### config.mk
export PLATFORM = sky130hd
export DESIGN_NAME = key_matrix_unit
export DESIGN_NICKNAME = d
export VERILOG_FILES = /design/src/key_matrix_pkg.sv /design/src/key_matrix_unit.sv /design/src/key_column_sampler.sv /design/src/key_scan_timer.sv
export VERILOG_INCLUDE_DIRS = /design/src
export SDC_FILE = /design/constraint.sdc
export NUM_CORES = 1
export LEC_CHECK = 0
export ABC_AREA = 1
export BUFFER_PORTS_ARGS = -buffer_cell sky130_fd_sc_hd__buf_2
export CORE_UTILIZATION = 45
export DETAILED_ROUTE_END_ITERATION = 6
export PLACE_DENSITY = 0.74
export SYNTH_ARGS = -nofsm -noshare
export SYNTH_HDL_FRONTEND = slang
export SYNTH_SLANG_ARGS = --single-unit
### constraint.sdc
create_clock -name i_clk -period 16.73 [get_ports i_clk]
set_input_delay 3.346 -clock i_clk [delete_from_list [all_inputs] [get_ports i_clk]]
set_output_delay 3.346 -clock i_clk [all_outputs]
set_load 0.05 [all_outputs]
### src/key_matrix_map.svh
`ifndef KEY_MATRIX_MAP_SVH
`define KEY_MATRIX_MAP_SVH

// ------------------------------------------------------------
// register byte addresses
// ------------------------------------------------------------
`define KMU_CONF_ADDR      32'hfff88000
`define KMU_TRIPLE_ADDR    32'hfff88004
`define KMU_WAKE_ADDR      32'hfff88008
`define KMU_STATUS_ADDR    32'hfff8800c

// ------------------------------------------------------------
// reset values and writable bits
// ------------------------------------------------------------
`define KMU_CONF_RST       32'h00000000
`define KMU_TRIPLE_RST     32'h00000000
`define KMU_WAKE_RST       32'h00000000
`define KMU_CONF_MASK      32'h003fffff
`define KMU_TRIPLE_MASK    32'h037f7f7f
`define KMU_WAKE_MASK      32'h0001ff0f

// ------------------------------------------------------------
// field positions
// ------------------------------------------------------------
`define KMU_ENCODE_BIT     21
`define KMU_OPEN_DRAIN_BIT 20
`define KMU_PIN_GROUP_BIT  19
`define KMU_SCAN_EN_BIT    18
`define KMU_SIZE_LSB       16
`define KMU_DEBOUNCE_TERMINAL_COUNT_LSB       8
`define KMU_PRESCALE_LSB   0
`define KMU_TRIPLE_EN_BIT  25
`define KMU_TRIPLE_RST_BIT 24
`define KMU_KEY0_LSB       0
`define KMU_KEY1_LSB       8
`define KMU_KEY2_LSB       16
`define KMU_WAKE_EN_BIT    16
`define KMU_WAKE_COL_LSB   8
`define KMU_WAKE_ROW_LSB   0

// ------------------------------------------------------------
// timing
// ------------------------------------------------------------
`define KMU_CLK_PERIOD_NS  8
`define KMU_TICK_PERIOD_NS 1067
`define KMU_RESET_PULSE_CYCLES 16

`endif

### src/key_matrix_pkg.sv
package key_matrix_pkg;

   // ------------------------------------------------------------
   // carriers
   // ------------------------------------------------------------
   typedef struct packed {
      logic        psel;
      logic        penable;
      logic        pwrite;
      logic [31:0] paddr;
      logic [31:0] pwdata;
   } apb_req_t;

   typedef struct packed {
      logic [2:0] count;
      logic [6:0] k2;
      logic [6:0] k1;
      logic [6:0] k0;
   } key_list_t;

   typedef enum logic [2:0] {
      S_IDLE = 3'b001,
      S_SCAN = 3'b010,
      S_WAKE = 3'b100
   } scan_state_t;

endpackage

### src/key_matrix_unit.sv
`timescale 1ns/10ps
`include "key_matrix_map.svh"
// Notes on behaviour
// - four row outputs, eight column inputs, up to 16x8 with a decoder
// - scan row 0 upward, columns 0 to 7 within each row
// - with many keys pressed, only the lowest addresses are reported
// - encoder mode: columns 2..0 give the code, column 3 low flags a key
// - open-drain bit set makes row outputs open drain, else push-pull
// - pin-group bit picks which of two pin groups carries the keypad
// - scanning runs only while scan enable is set
// - array size field picks 4, 8 or 16 rows of eight columns
// - debounce counts equal scans; terminal count raises a key interrupt
// - row period is prescale times a 1.064 us tick (133 clocks)
// - three-key off, interrupt, or chip reset per enable and select
// - three-key match raises interrupt or pulls the reset output low
// - wakeup works only while wakeup enable is set
// - eight-bit mask selects which wakeup-row columns can wake
// - wakeup row is binary for 8/16 rows, one-hot for 4 rows
// - interrupt bit set on key change or three-key match, not on a three-key reset; read clears
// - reset record flag set after three-key reset, cleared on read
// - wakeup flag shows the keypad woke the chip
// - status flags show three-key match, two-or-more-key or one-key detection
module key_matrix_unit #(
   parameter int unsigned RESET_PULSE = `KMU_RESET_PULSE_CYCLES
) (
   input  wire logic                   i_clk,
   input  wire logic                   i_rst,
   input  wire key_matrix_pkg::apb_req_t i_apb,
   output logic                 [31:0] o_prdata,
   output logic                        o_pready,
   output logic                        o_pslverr,
   input  wire logic             [7:0] i_column_sense_in,
   input  wire logic                   i_powerdown,
   output logic                  [3:0] o_row_scan_out,
   output logic                  [3:0] o_row_scan_oe_n,
   output logic                        o_pin_group_select,
   output logic                        o_irq,
   output logic                        o_system_reset_out_n,
   output logic                        o_wakeup
);
   import key_matrix_pkg::*;

   generate
      if (RESET_PULSE < 1 || RESET_PULSE > 65535) begin : g_chk
         $error("key_matrix_unit: RESET_PULSE out of range");
      end
   endgenerate

   // ------------------------------------------------------------
   // helpers
   // ------------------------------------------------------------
   function automatic logic [3:0] last_row(input logic [1:0] size);
      case (size)
         2'b00:   last_row = 4'd3;
         2'b01:   last_row = 4'd7;
         default: last_row = 4'd15;
      endcase
   endfunction

   // four rows are driven directly one-hot low, larger arrays use a decoder
   function automatic logic [3:0] row_pattern(input logic [1:0] size,
                                              input logic [3:0] r);
      row_pattern = (size == 2'b00) ? ~(4'h1 << r[1:0]) : r;
   endfunction

   // ------------------------------------------------------------
   // registers and bus
   // ------------------------------------------------------------
   logic [31:0] keypad_config;
   logic [31:0] three_key_config;
   logic [31:0] low_power_wakeup_config;
   logic        rec_flag;
   logic        pdw_flag;
   logic        triple_match_flag;
   logic        double_press_flag;
   logic        single_press_flag;
   key_list_t   shown;
   logic        access;
   logic        mapped;
   logic        wr;
   logic        rd_status;
   logic [31:0] rd_word;

   wire       encode        = keypad_config[`KMU_ENCODE_BIT];
   wire       open_drain    = keypad_config[`KMU_OPEN_DRAIN_BIT];
   wire       scan_enable   = keypad_config[`KMU_SCAN_EN_BIT];
   wire [1:0] array_rows    = keypad_config[`KMU_SIZE_LSB +: 2];
   wire [7:0] debounce_terminal_count          = keypad_config[`KMU_DEBOUNCE_TERMINAL_COUNT_LSB +: 8];
   wire [7:0] prescale      = keypad_config[`KMU_PRESCALE_LSB +: 8];
   wire       triple_en     = three_key_config[`KMU_TRIPLE_EN_BIT];
   wire       triple_rst    = three_key_config[`KMU_TRIPLE_RST_BIT];
   wire       wake_en       = low_power_wakeup_config[`KMU_WAKE_EN_BIT];
   wire [7:0] wake_mask     = low_power_wakeup_config[`KMU_WAKE_COL_LSB +: 8];
   wire [3:0] wake_row      = low_power_wakeup_config[`KMU_WAKE_ROW_LSB +: 4];

   // one wait state: pready rises in the second access cycle
   assign access    = i_apb.psel & i_apb.penable & ~o_pready;
   assign wr        = access & i_apb.pwrite;
   assign mapped    = (i_apb.paddr == `KMU_CONF_ADDR)   ||
                      (i_apb.paddr == `KMU_TRIPLE_ADDR) ||
                      (i_apb.paddr == `KMU_WAKE_ADDR)   ||
                      (i_apb.paddr == `KMU_STATUS_ADDR);
   assign rd_status = access & ~i_apb.pwrite &
                      (i_apb.paddr == `KMU_STATUS_ADDR);

   always_comb begin
      case (i_apb.paddr)
         `KMU_CONF_ADDR:   rd_word = keypad_config;
         `KMU_TRIPLE_ADDR: rd_word = three_key_config;
         `KMU_WAKE_ADDR:   rd_word = low_power_wakeup_config;
         `KMU_STATUS_ADDR: rd_word = {10'h000, o_irq, rec_flag, pdw_flag,
                                      triple_match_flag, double_press_flag,
                                      single_press_flag,
                                      1'b0, shown.k1, 1'b0, shown.k0};
         default:          rd_word = 32'h00000000;
      endcase
   end

   always_ff @(posedge i_clk) begin
      if (i_rst) begin
         o_pready  <= 1'b0;
         o_pslverr <= 1'b0;
         o_prdata  <= 32'h00000000;
      end else begin
         o_pready  <= access;
         o_pslverr <= access & ~mapped;
         o_prdata  <= (access & ~i_apb.pwrite) ? rd_word : 32'h00000000;
      end
   end

   always_ff @(posedge i_clk) begin
      if (i_rst) begin
         keypad_config           <= `KMU_CONF_RST;
         three_key_config        <= `KMU_TRIPLE_RST;
         low_power_wakeup_config <= `KMU_WAKE_RST;
      end else if (wr) begin
         if (i_apb.paddr == `KMU_CONF_ADDR)
            keypad_config <= i_apb.pwdata & `KMU_CONF_MASK;
         if (i_apb.paddr == `KMU_TRIPLE_ADDR)
            three_key_config <= i_apb.pwdata & `KMU_TRIPLE_MASK;
         if (i_apb.paddr == `KMU_WAKE_ADDR)
            low_power_wakeup_config <= i_apb.pwdata & `KMU_WAKE_MASK;
      end
   end

   // ------------------------------------------------------------
   // scanning
   // ------------------------------------------------------------
   scan_state_t state;
   logic [3:0]  row;
   key_list_t   acc;
   key_list_t   prev;
   key_list_t   next_acc;
   logic [7:0]  deb_cnt;
   logic [7:0]  next_deb;
   logic [7:0]  eff_debounce_terminal_count;
   logic [7:0]  pressed;
   logic        base_tick;
   logic        row_tick;
   logic        scan_end;
   logic        fire;
   logic        match;
   logic        reset_fire;
   logic [15:0] rst_cnt;

   key_column_sampler u_sampler (
      .i_clk             (i_clk),
      .i_rst             (i_rst),
      .i_column_sense_in (i_column_sense_in),
      .i_encode          (encode),
      .o_pressed         (pressed)
   );

   key_scan_timer u_timer (
      .i_clk       (i_clk),
      .i_rst       (i_rst),
      .i_run       (state != S_IDLE),
      .i_prescale  (prescale),
      .o_base_tick (base_tick),
      .o_row_tick  (row_tick)
   );

   // append this row's keys in column order, keeping the lowest three
   always_comb begin
      next_acc = acc;
      for (int c = 0; c < 8; c++) begin
         if (pressed[c] && next_acc.count < 3'd4) begin
            case (next_acc.count)
               3'd0:    next_acc.k0 = {row, 3'(c)};
               3'd1:    next_acc.k1 = {row, 3'(c)};
               3'd2:    next_acc.k2 = {row, 3'(c)};
               default: next_acc.k2 = next_acc.k2;
            endcase
            next_acc.count = next_acc.count + 3'd1;
         end
      end
   end

   assign scan_end = (state == S_SCAN) && row_tick && scan_enable &&
                     !i_powerdown && (row >= last_row(array_rows));
   assign eff_debounce_terminal_count = (debounce_terminal_count == 8'h00) ? 8'h01 : debounce_terminal_count;
   assign next_deb = (next_acc != prev) ? 8'h00 :
                     (deb_cnt == 8'hff) ? deb_cnt : deb_cnt + 8'h01;
   assign fire     = scan_end && (next_deb == eff_debounce_terminal_count) &&
                     (next_acc != shown);
   assign match    = triple_en && (next_acc.count == 3'd3) &&
                     (next_acc.k0 == three_key_config[`KMU_KEY0_LSB +: 7]) &&
                     (next_acc.k1 == three_key_config[`KMU_KEY1_LSB +: 7]) &&
                     (next_acc.k2 == three_key_config[`KMU_KEY2_LSB +: 7]);
   assign reset_fire = fire && match && triple_rst;

   always_ff @(posedge i_clk) begin
      if (i_rst) begin
         state   <= S_IDLE;
         row     <= 4'h0;
         acc     <= '0;
         prev    <= '0;
         deb_cnt <= 8'h00;
      end else begin
         case (state)
            S_IDLE: begin
               row <= 4'h0;
               acc <= '0;
               if (i_powerdown && wake_en)
                  state <= S_WAKE;
               else if (scan_enable && !i_powerdown)
                  state <= S_SCAN;
            end
            S_SCAN: begin
               if (!scan_enable || i_powerdown) begin
                  state <= S_IDLE;
               end else if (row_tick) begin
                  if (row >= last_row(array_rows)) begin
                     row     <= 4'h0;
                     acc     <= '0;
                     prev    <= next_acc;
                     deb_cnt <= next_deb;
                  end else begin
                     row <= row + 4'h1;
                     acc <= next_acc;
                  end
               end
            end
            S_WAKE: begin
               if (!i_powerdown || !wake_en)
                  state <= S_IDLE;
            end
            default: state <= S_IDLE;
         endcase
      end
   end

   // ------------------------------------------------------------
   // report, interrupt and three-key reset
   // ------------------------------------------------------------
   wire int_set  = fire && !(match && triple_rst);
   wire wake_hit = (state == S_WAKE) && base_tick && i_powerdown &&
                   wake_en && |(pressed & wake_mask);

   always_ff @(posedge i_clk) begin
      if (i_rst) begin
         shown             <= '0;
         triple_match_flag <= 1'b0;
         double_press_flag <= 1'b0;
         single_press_flag <= 1'b0;
      end else if (fire) begin
         shown             <= next_acc;
         triple_match_flag <= match;
         double_press_flag <= !match && (next_acc.count >= 3'd2);
         single_press_flag <= (next_acc.count == 3'd1);
      end
   end

   // a set in the same cycle as the clearing read wins
   always_ff @(posedge i_clk) begin
      if (i_rst) begin
         o_irq    <= 1'b0;
         rec_flag <= 1'b0;
         pdw_flag <= 1'b0;
      end else begin
         o_irq    <= int_set | (o_irq & ~rd_status);
         rec_flag <= reset_fire | (rec_flag & ~rd_status);
         pdw_flag <= wake_hit | (pdw_flag & ~rd_status);
      end
   end

   always_ff @(posedge i_clk) begin
      if (i_rst) begin
         rst_cnt              <= 16'h0000;
         o_system_reset_out_n <= 1'b1;
      end else begin
         if (reset_fire)
            rst_cnt <= 16'(RESET_PULSE);
         else if (rst_cnt != 16'h0000)
            rst_cnt <= rst_cnt - 16'h0001;
         o_system_reset_out_n <= !(reset_fire || rst_cnt > 16'h0001);
      end
   end

   // ------------------------------------------------------------
   // pins
   // ------------------------------------------------------------
   logic [3:0] next_row_out;

   always_comb begin
      case (state)
         S_SCAN:  next_row_out = row_pattern(array_rows, row);
         S_WAKE:  next_row_out = (array_rows == 2'b00) ? ~wake_row
                                                       : wake_row;
         default: next_row_out = 4'hf;
      endcase
   end

   always_ff @(posedge i_clk) begin
      if (i_rst) begin
         o_row_scan_out     <= 4'hf;
         o_row_scan_oe_n    <= 4'h0;
         o_pin_group_select <= 1'b0;
         o_wakeup           <= 1'b0;
      end else begin
         o_row_scan_out     <= next_row_out;
         o_row_scan_oe_n    <= open_drain ? next_row_out : 4'h0;
         o_pin_group_select <= keypad_config[`KMU_PIN_GROUP_BIT];
         o_wakeup           <= wake_hit;
      end
   end
endmodule

### src/key_column_sampler.sv
`timescale 1ns/10ps
module key_column_sampler (
   input  wire logic       i_clk,
   input  wire logic       i_rst,
   input  wire logic [7:0] i_column_sense_in,
   input  wire logic       i_encode,
   output logic      [7:0] o_pressed
);
   logic [7:0] sync1;
   logic [7:0] sync2;

   always_ff @(posedge i_clk) begin
      if (i_rst) begin
         sync1 <= 8'hff;
         sync2 <= 8'hff;
      end else begin
         sync1 <= i_column_sense_in;
         sync2 <= sync1;
      end
   end

   // columns are pulled up; a pressed key reads low
   always_ff @(posedge i_clk) begin
      if (i_rst) begin
         o_pressed <= 8'h00;
      end else if (i_encode) begin
         o_pressed <= sync2[3] ? 8'h00 : (8'h01 << sync2[2:0]);
      end else begin
         o_pressed <= ~sync2;
      end
   end
endmodule

### src/key_scan_timer.sv
`timescale 1ns/10ps
`include "key_matrix_map.svh"
module key_scan_timer #(
   parameter int unsigned TICK_CYCLES =
      `KMU_TICK_PERIOD_NS / `KMU_CLK_PERIOD_NS
) (
   input  wire logic       i_clk,
   input  wire logic       i_rst,
   input  wire logic       i_run,
   input  wire logic [7:0] i_prescale,
   output logic            o_base_tick,
   output logic            o_row_tick
);
   logic [7:0] base_cnt;
   logic [7:0] pre_cnt;
   logic [7:0] pre_last;

   generate
      if (TICK_CYCLES < 1 || TICK_CYCLES > 255) begin : g_chk
         $error("key_scan_timer: TICK_CYCLES out of range");
      end
   endgenerate

   // a prescale of zero behaves as one
   assign pre_last = (i_prescale == 8'h00) ? 8'h00 : i_prescale - 8'h01;

   always_ff @(posedge i_clk) begin
      if (i_rst || !i_run) begin
         base_cnt    <= 8'h00;
         o_base_tick <= 1'b0;
      end else if (base_cnt == 8'(TICK_CYCLES - 1)) begin
         base_cnt    <= 8'h00;
         o_base_tick <= 1'b1;
      end else begin
         base_cnt    <= base_cnt + 8'h01;
         o_base_tick <= 1'b0;
      end
   end

   always_ff @(posedge i_clk) begin
      if (i_rst || !i_run) begin
         pre_cnt    <= 8'h00;
         o_row_tick <= 1'b0;
      end else begin
         o_row_tick <= 1'b0;
         if (o_base_tick) begin
            if (pre_cnt >= pre_last) begin
               pre_cnt    <= 8'h00;
               o_row_tick <= 1'b1;
            end else begin
               pre_cnt <= pre_cnt + 8'h01;
            end
         end
      end
   end
endmodule

; ---- Word level (Yosys, flattened, before mapping)
; Index checks and enable logic that the tools add are counted.
[word_totals]
register_bits = 254
latchBits = 0
ram_bits = 0
rom_bits = 0
in_bits = 78
word_cells = 268
memories = 0
[classes]
addsub = 14
mul = 0
div = 0
magnitude_cmp = 13
n_eq_ne = 40
shift = 2
muxes = 65
n_bitwise = 24
reduce_logical = 69
[op_table]
columns = cell, count
row1 = 24-bit 2-to-1 mux, 11
row2 = 7-bit 2-to-1 mux, 24
row3 = "32-bit == test, second input constant", 4
row4 = 26-bit one-hot mux with 4 select lines, 1
row5 = 8-bit 2-to-1 mux, 7
row6 = 24-bit != test, 2
row7 = 24-bit one-hot mux with 2 select lines, 1
row8 = 4-bit 2-to-1 mux, 9
row9 = "3-bit by 1-bit == test with 1-bit output, second input constant", 10
row10 = "3-bit by 2-bit == test with 1-bit output, second input constant", 10
row11 = 1-bit logical AND, 29
row12 = "3-bit by 1-bit adder with 3-bit output, second input constant", 8
row13 = "8-bit by 1-bit adder with 8-bit output, second input constant", 3
row14 = 3-bit zero test, 8
row15 = "3-bit < comparator, second input constant", 8
row16 = 4-bit one-hot mux with 2 select lines, 3
row17 = 7-bit == test, 3
row18 = "8-bit == test, second input constant", 2
row19 = "16-bit by 1-bit > comparator with 1-bit output, second input constant", 1
row20 = 8-bit zero test, 2
row21 = 16-bit nonzero test, 1
row22 = "16-bit by 1-bit subtractor with 16-bit output, second input constant", 1
row23 = 3-bit 2-to-1 mux, 4
row24 = 5-bit 2-to-1 mux, 2
row25 = other kinds (31), 73

; ---- Logic depth before layout (Yosys ltp)
[logic_depth]
depth_word = 33
ltp_mapped = 51

; ---- Cells and area by module
; From an unflattened synthesis, not the netlist that was laid out.
[hier_totals]
cells_unflattened = 1876
hier_area_um2 = 13218.9
[modules_own_cells]
columns = module, instances, cells_per_inst, area_per_inst_um2, seq_area_each_um2
row1 = key_matrix_unit, 1, 1638, 11324.6, 4103.9
row2 = key_scan_timer, 1, 159, 1141.1, 360.3
row3 = key_column_sampler, 1, 79, 753.2, 480.5

; ---- Least setup slack after synthesis
; OpenSTA, ideal clock, no wires.
[synth_path]
path_type = reg2reg
startpoint = reg acc[21] in the netlist's numbering
endpoint = reg rst_cnt[12]
setup_time_ps = 116
t_arrival_ps = 5729
slack_ps = 10885
stages_incl_launch_ff = 49
path_buffers = 3
synth_period_minus_slack_ps = 5845
cell_sequence = dfxtp_1 inv_1 ha_1 inv_1 nand3_1 nand2_1 inv_1 ha_1 nand2_1 nand3_1 nor2_4 nand2_2 nand2_1 nand2_1 ha_1 nand2_1 nand3_2 nor2_4 (+13 left out) nand2_2 buf_6 nand3_4 nand2_2 nand2_1 nand3_1 nor2_1 nand3_1 nor2_1 buf_4 nand2_1 nand2_1 o211ai_2 nor2_4 nand3b_2 nand2_2 buf_4 nor2_1
[synth_between]
elab_chain_cells = 32
elab_cells_between_ends = 97
classes_between = add/sub: 8 / order compare: 8 / eq/ne: 23 / mux: 33 / reduce/logical: 25
[synth_rtl]
columns = element, line
row1 = "start, declared", key_matrix_unit.sv:151  ; key_list_t acc;
row2 = "start signal, assigned", key_matrix_unit.sv:240  ; acc <= next_acc;
row3 = 3-bit < comparator, key_matrix_unit.sv:187  ; if (pressed[c] && next_acc.count < 3'd4) begin
row4 = 1-bit logical AND, key_matrix_unit.sv:187
row5 = 24-bit 2-to-1 mux (*), key_matrix_unit.sv:187
row6 = 3-bit < comparator, key_matrix_unit.sv:187
row7 = 1-bit logical AND, key_matrix_unit.sv:187
row8 = 24-bit 2-to-1 mux (*), key_matrix_unit.sv:187
row9 = 3-bit < comparator, key_matrix_unit.sv:187
row10 = 1-bit logical AND, key_matrix_unit.sv:187
row11 = (+14 left out), --
row12 = 1-bit logical AND / 7-bit 2-to-1 mux (equally long branches), "key_matrix_unit.sv:187, key_matrix_unit.sv:188"
row13 = 24-bit 2-to-1 mux (*), key_matrix_unit.sv:187
row14 = 24-bit != test / 3-bit by 2-bit == test with 1-bit output (equally long branches), "key_matrix_unit.sv:202, key_matrix_unit.sv:206"
row15 = 8-bit 2-to-1 mux / 1-bit logical AND (equally long branches), "key_matrix_unit.sv:202, key_matrix_unit.sv:206"
row16 = 8-bit == test / 1-bit logical AND (equally long branches), "key_matrix_unit.sv:204, key_matrix_unit.sv:206"
row17 = 1-bit logical AND (on tied branches) (2 in a row), "key_matrix_unit.sv:204, key_matrix_unit.sv:206"
row18 = 1-bit logical AND (*) (2 in a row), key_matrix_unit.sv:210  ; assign reset_fire = fire && match && triple_rst;
row19 = 2-bit OR reduction (no source line) (*), --
row20 = "end signal, assigned", key_matrix_unit.sv:293  ; rst_cnt <= 16'(RESET_PULSE);
row21 = "end signal, assigned", key_matrix_unit.sv:295  ; rst_cnt <= rst_cnt - 16'h0001;
row22 = "end, declared", key_matrix_unit.sv:164  ; logic [15:0] rst_cnt;
; Mark *: on every way between the ends. The rest lies on a longest branch, timed or not.
; A chain may end at the register's enable or synchronous reset.

; ---- Worst setup path after layout
[layout_path]
startpoint = reg acc[21] in the netlist's numbering
endpoint = reg shown[22] in the netlist's numbering
[layout_between]
elab_chain_cells = 29
elab_cells_between_ends = 86
classes_between = add/sub: 8 / order compare: 8 / eq/ne: 19 / mux: 33 / reduce/logical: 18
[layout_rtl]
columns = element, line
row1 = 3-bit < comparator, key_matrix_unit.sv:187
row2 = 1-bit logical AND, key_matrix_unit.sv:187
row3 = 24-bit 2-to-1 mux (*), key_matrix_unit.sv:187
row4 = 3-bit < comparator, key_matrix_unit.sv:187
row5 = 1-bit logical AND, key_matrix_unit.sv:187
row6 = 24-bit 2-to-1 mux (*), key_matrix_unit.sv:187
row7 = 3-bit < comparator, key_matrix_unit.sv:187
row8 = 1-bit logical AND, key_matrix_unit.sv:187
row9 = (+12 left out), --
row10 = 24-bit 2-to-1 mux (*), key_matrix_unit.sv:187
row11 = "3-bit < comparator, or another cell as far along", key_matrix_unit.sv:187
row12 = 1-bit logical AND / 7-bit 2-to-1 mux (equally long branches), "key_matrix_unit.sv:187, key_matrix_unit.sv:188"
row13 = 24-bit 2-to-1 mux (*), key_matrix_unit.sv:187
row14 = 24-bit != test, key_matrix_unit.sv:202  ; assign next_deb = (next_acc != prev) ? 8'h00 :
row15 = 8-bit 2-to-1 mux, key_matrix_unit.sv:202
row16 = 8-bit == test, key_matrix_unit.sv:204  ; assign fire = scan_end && (next_deb == eff_debounce_terminal_count) &&
row17 = 1-bit logical AND (2 in a row), key_matrix_unit.sv:204
row18 = "end signal, assigned", key_matrix_unit.sv:267  ; shown <= next_acc;
row19 = "end, declared", key_matrix_unit.sv:77  ; key_list_t shown;
; Marked as above.

==> flow_metrics.env <==
export IMPL_run_status="complete, no violations"
export IMPL_post_route_min_period_ns=7.97
export IMPL_grt_pass1_vias=11800
export IMPL_drtIter0Drc=1028
export IMPL_asyncSetResetFlopFracSynth_pct=0
export IMPL_drc=0
export IMPL_synthTopCellsByCount="sky130_fd_sc_hd__nand2_1 (414), sky130_fd_sc_hd__nor2_1 (276), sky130_fd_sc_hd__inv_1 (258)"
export IMPL_num_fill_cells=2825
export IMPL_gr_usage_met1_pct=32.3
export IMPL_timing_hold_violations_final=0
export IMPL_arrival_ns=8.38
export IMPL_first_pass_grt_wire_length_microns=61100
export IMPL_path_clk_slew_ns=0.06
export IMPL_global_route_overflow_total=0
export IMPL_drt_pre_antenna_iters=7
export IMPL_syn_cell_area_sq_um=13300
export IMPL_critical_path_peak_fanout=36
export IMPL_max_vdd_ir_drop_uv=78.8
export IMPL_worst_skew_pair_late_latency_ns=0.54
export IMPL_ctsHtreeMaxLevel=1
export IMPL_die_x_microns=174
export IMPL_slew_viol_final=0
export IMPL_critical_path_slowest_cell="sky130_fd_sc_hd__nor2_1"
export IMPL_starting_density_pct=46.0
export IMPL_floorplan_die_height_microns=174
export IMPL_synthFlopType="sky130_fd_sc_hd__dfxtp_1"
export IMPL_clock_tree_from_tritoncts="done"
export IMPL_cts_hold_buffers_added=0
export IMPL_area_growth_pct=12.0
export IMPL_timing_hold_ws_ns=0.406
export IMPL_crit_required_ns=17.14
export IMPL_multi_input_comb_area_sq_um=7000
export IMPL_ys_seq_elements=247
export IMPL_num_vias=13000
export IMPL_leakagePower_nw=6.82
export IMPL_viasPerCell=5.36
export IMPL_critical_path_endpoint_type="flop"
export IMPL_ioPinCount=124
export IMPL_gr_usage_met3_pct=3.86
export IMPL_path_common_cell="sky130_fd_sc_hd__nand2_1"
export IMPL_powerDensity_nw_per_um2=91.8
export IMPL_clock_root_buffer="sky130_fd_sc_hd__clkbuf_16"
export IMPL_min_delay_path_class="flop to flop"
export IMPL_hpwlAfterDp_microns=28600
export IMPL_ctsResizeCount=0
export IMPL_synth_edff_count=0
export IMPL_globalRoute_busiestLayer="met2"
export IMPL_max_cap_viol_count=0
export IMPL_critical_path_top_delay_family="simple AND/OR/NAND/NOR gates"
export IMPL_fp_row_count=62
export IMPL_yosysSeqAreaShare_pct=37.3
export IMPL_dp_slack_ns=8.87
export IMPL_layout_setup_ws_ns=8.76
export IMPL_synthCells=1941
export IMPL_tightestPinTransition_ns=1.31
export IMPL_postCtsSetupBuffers=0
export IMPL_clock_skew_final_ns=0.0276
export IMPL_largest_net_degree_at_the_start_of_global_routing=95
export IMPL_grt_usage_pct=25.2
export IMPL_slew_headroom_pct=11.9
export IMPL_post_route_cells_drive_above_1_share_pct=11.6
export IMPL_post_synth_top_area_cell="sky130_fd_sc_hd__dfxtp_1"
export IMPL_cts_buffer_depth=3
export IMPL_antenna_cells_inserted=0
export IMPL_synth_warning_count=0
export IMPL_synth_area_top_cells="sky130_fd_sc_hd__dfxtp_1 (37%), sky130_fd_sc_hd__nand2_1 (12%), sky130_fd_sc_hd__nor2_1 (7.8%)"
export IMPL_finalSetupViolations=0
export IMPL_crit_path_start_kind="flop"
export IMPL_die_footprint_sq_um=30200
export IMPL_rsz_0062_raised_after_global_routing="false"
export IMPL_setup_worst_path_class="flop to flop"
export IMPL_sequential_cell_area_sq_um=4940
export IMPL_cts_num_sinks=247
export IMPL_core_area_sq_um=28900
export IMPL_final_min_period_over_clock_period_pct=47.6
export IMPL_avgSynthCellArea_sq_um=6.83
export IMPL_setup_total_negative_slack_ns=0
export IMPL_yosys_area_top_type_share_pct=37.3
export IMPL_ys_types=48
export IMPL_drt_total_wl_microns=39000
export IMPL_cp_slowest_stage_delay_ns=0.56
export IMPL_ant_nets=0
export IMPL_finalNetCount=2137
export IMPL_route_detailed_wl_per_inst_microns=16.1
export IMPL_grt_antenna_before_repair=0
export IMPL_max_clock_freq_mhz=125
export IMPL_number_of_buffer_and_inverter_instances_along_the_worst_setup_path=6
export IMPL_global_route_met2_utilization_pct=42.0
export IMPL_numPortBuffers=109
export IMPL_synthMostInstantiatedCell="sky130_fd_sc_hd__nand2_1"
export IMPL_gp_routability_congestion=0.981
export IMPL_numCtsBuffers=26
cells in the final DEF (no fill, tap or decap), drive strengths merged, types with 8 or more instances in the layout:
| cell type | count |
|---|---|
| o21a | 8 |
| nand2 | 442 |
| a31oi | 8 |
| o22ai | 19 |
| a221oi | 16 |
| a21oi | 93 |
| dfxtp | 247 |
| inv | 267 |
| o21ai | 80 |
| nor3 | 28 |
| xor2 | 32 |
| nor2 | 283 |
| a211oi | 59 |
| clkinv | 12 |
| clkbuf | 37 |
| nand3 | 153 |
| nand4 | 37 |
| buf | 114 |
| or2 | 19 |
| ha | 37 |
| nor4 | 12 |
layer usage:
metal  vias to the layer above  share of wire, %
li1                       6452                 -
met1                      5916                43
met2                       528                45
met3                        92               7.9
met4                         0               4.4
met5                         -                 0
power by group:
| group | internal (mW) | switching [mW] | total, mW |
|---|---|---|---|
| logic | 0.0671 | 0.129 | 0.196 |
| registers | 0.606 | 0.0126 | 0.618 |
| clock network | 0.312 | 0.237 | 0.549 |
| total | 0.984 | 0.378 | 1.36 |
final timing paths:
path                       from            endpoint  slack [ns]  cells after the start
min          u_sampler.sync1[7]  u_sampler.sync2[7]        0.41                      1
max reg2reg             acc[21]           shown[22]        8.76                     45
min reg2reg  u_sampler.sync1[7]  u_sampler.sync2[7]        0.41                      1
max                     acc[21]           shown[22]        8.76                     45
worst reg2reg max path: cells and delay by family (launching register included):
kind / cells / cell delay (ns)
flip-flops: 1 / 0.41
AND/OR/NAND/NOR: 34 / 5.34
buffers and inverters: 6 / 0.82
adder cells (fa/ha/maj): 5 / 1.28
state kept, by name, indices dropped and copies added (netlist names), 3 cells and up:
signal	cells
u_sampler.o_pressed	8
low_power_wakeup_config	13
rst_cnt	16
u_timer.pre_cnt	8
prev	24
o_row_scan_out	4
deb_cnt	8
acc	24
state	3
row	4
u_sampler.sync2	8
u_sampler.sync1	8
keypad_config	22
u_timer.base_cnt	8
o_prdata	25
o_row_scan_oe_n	4
shown	24
three_key_config	23
metrics by stage:
step	utilization [%]	area (sq um)	cells	power [mW]
5_1_grt	51.5	14800	2422	1.43
3_5_place_dp	48.7	14000	2378	0.822
6_report	51.5	14800	2422	1.36
3_3_place_gp	48.7	14000	2378	0.817
4_1_cts	51.5	14800	2422	1.37
2_1_floorplan	-	13300	1947	0.777
cell type report:
cell class	count	area share, %
clock inverters	7	0.371
flip-flops and latches	247	33.3
inverters	274	6.94
well taps	384	3.24
multi-input cells	1359	47.1
clock buffers	37	5.06
repair buffers	114	3.94
cells by family after synthesis:
| family | count (synthesis) | share of synthesized area (%) |
|---|---|---|
| adders and majority gates | 37 | 3.49 |
| AOI/OAI and AO/OA | 289 | 13.0 |
| and+or+nand+nor | 989 | 33.6 |
| other | 1 | 0.0283 |
| buffers and inverters | 341 | 10.2 |
| xor gates and xnor gates | 37 | 2.44 |
| DFF | 247 | 37.3 |
No activity file was read; power rests on OpenSTA's default activity.
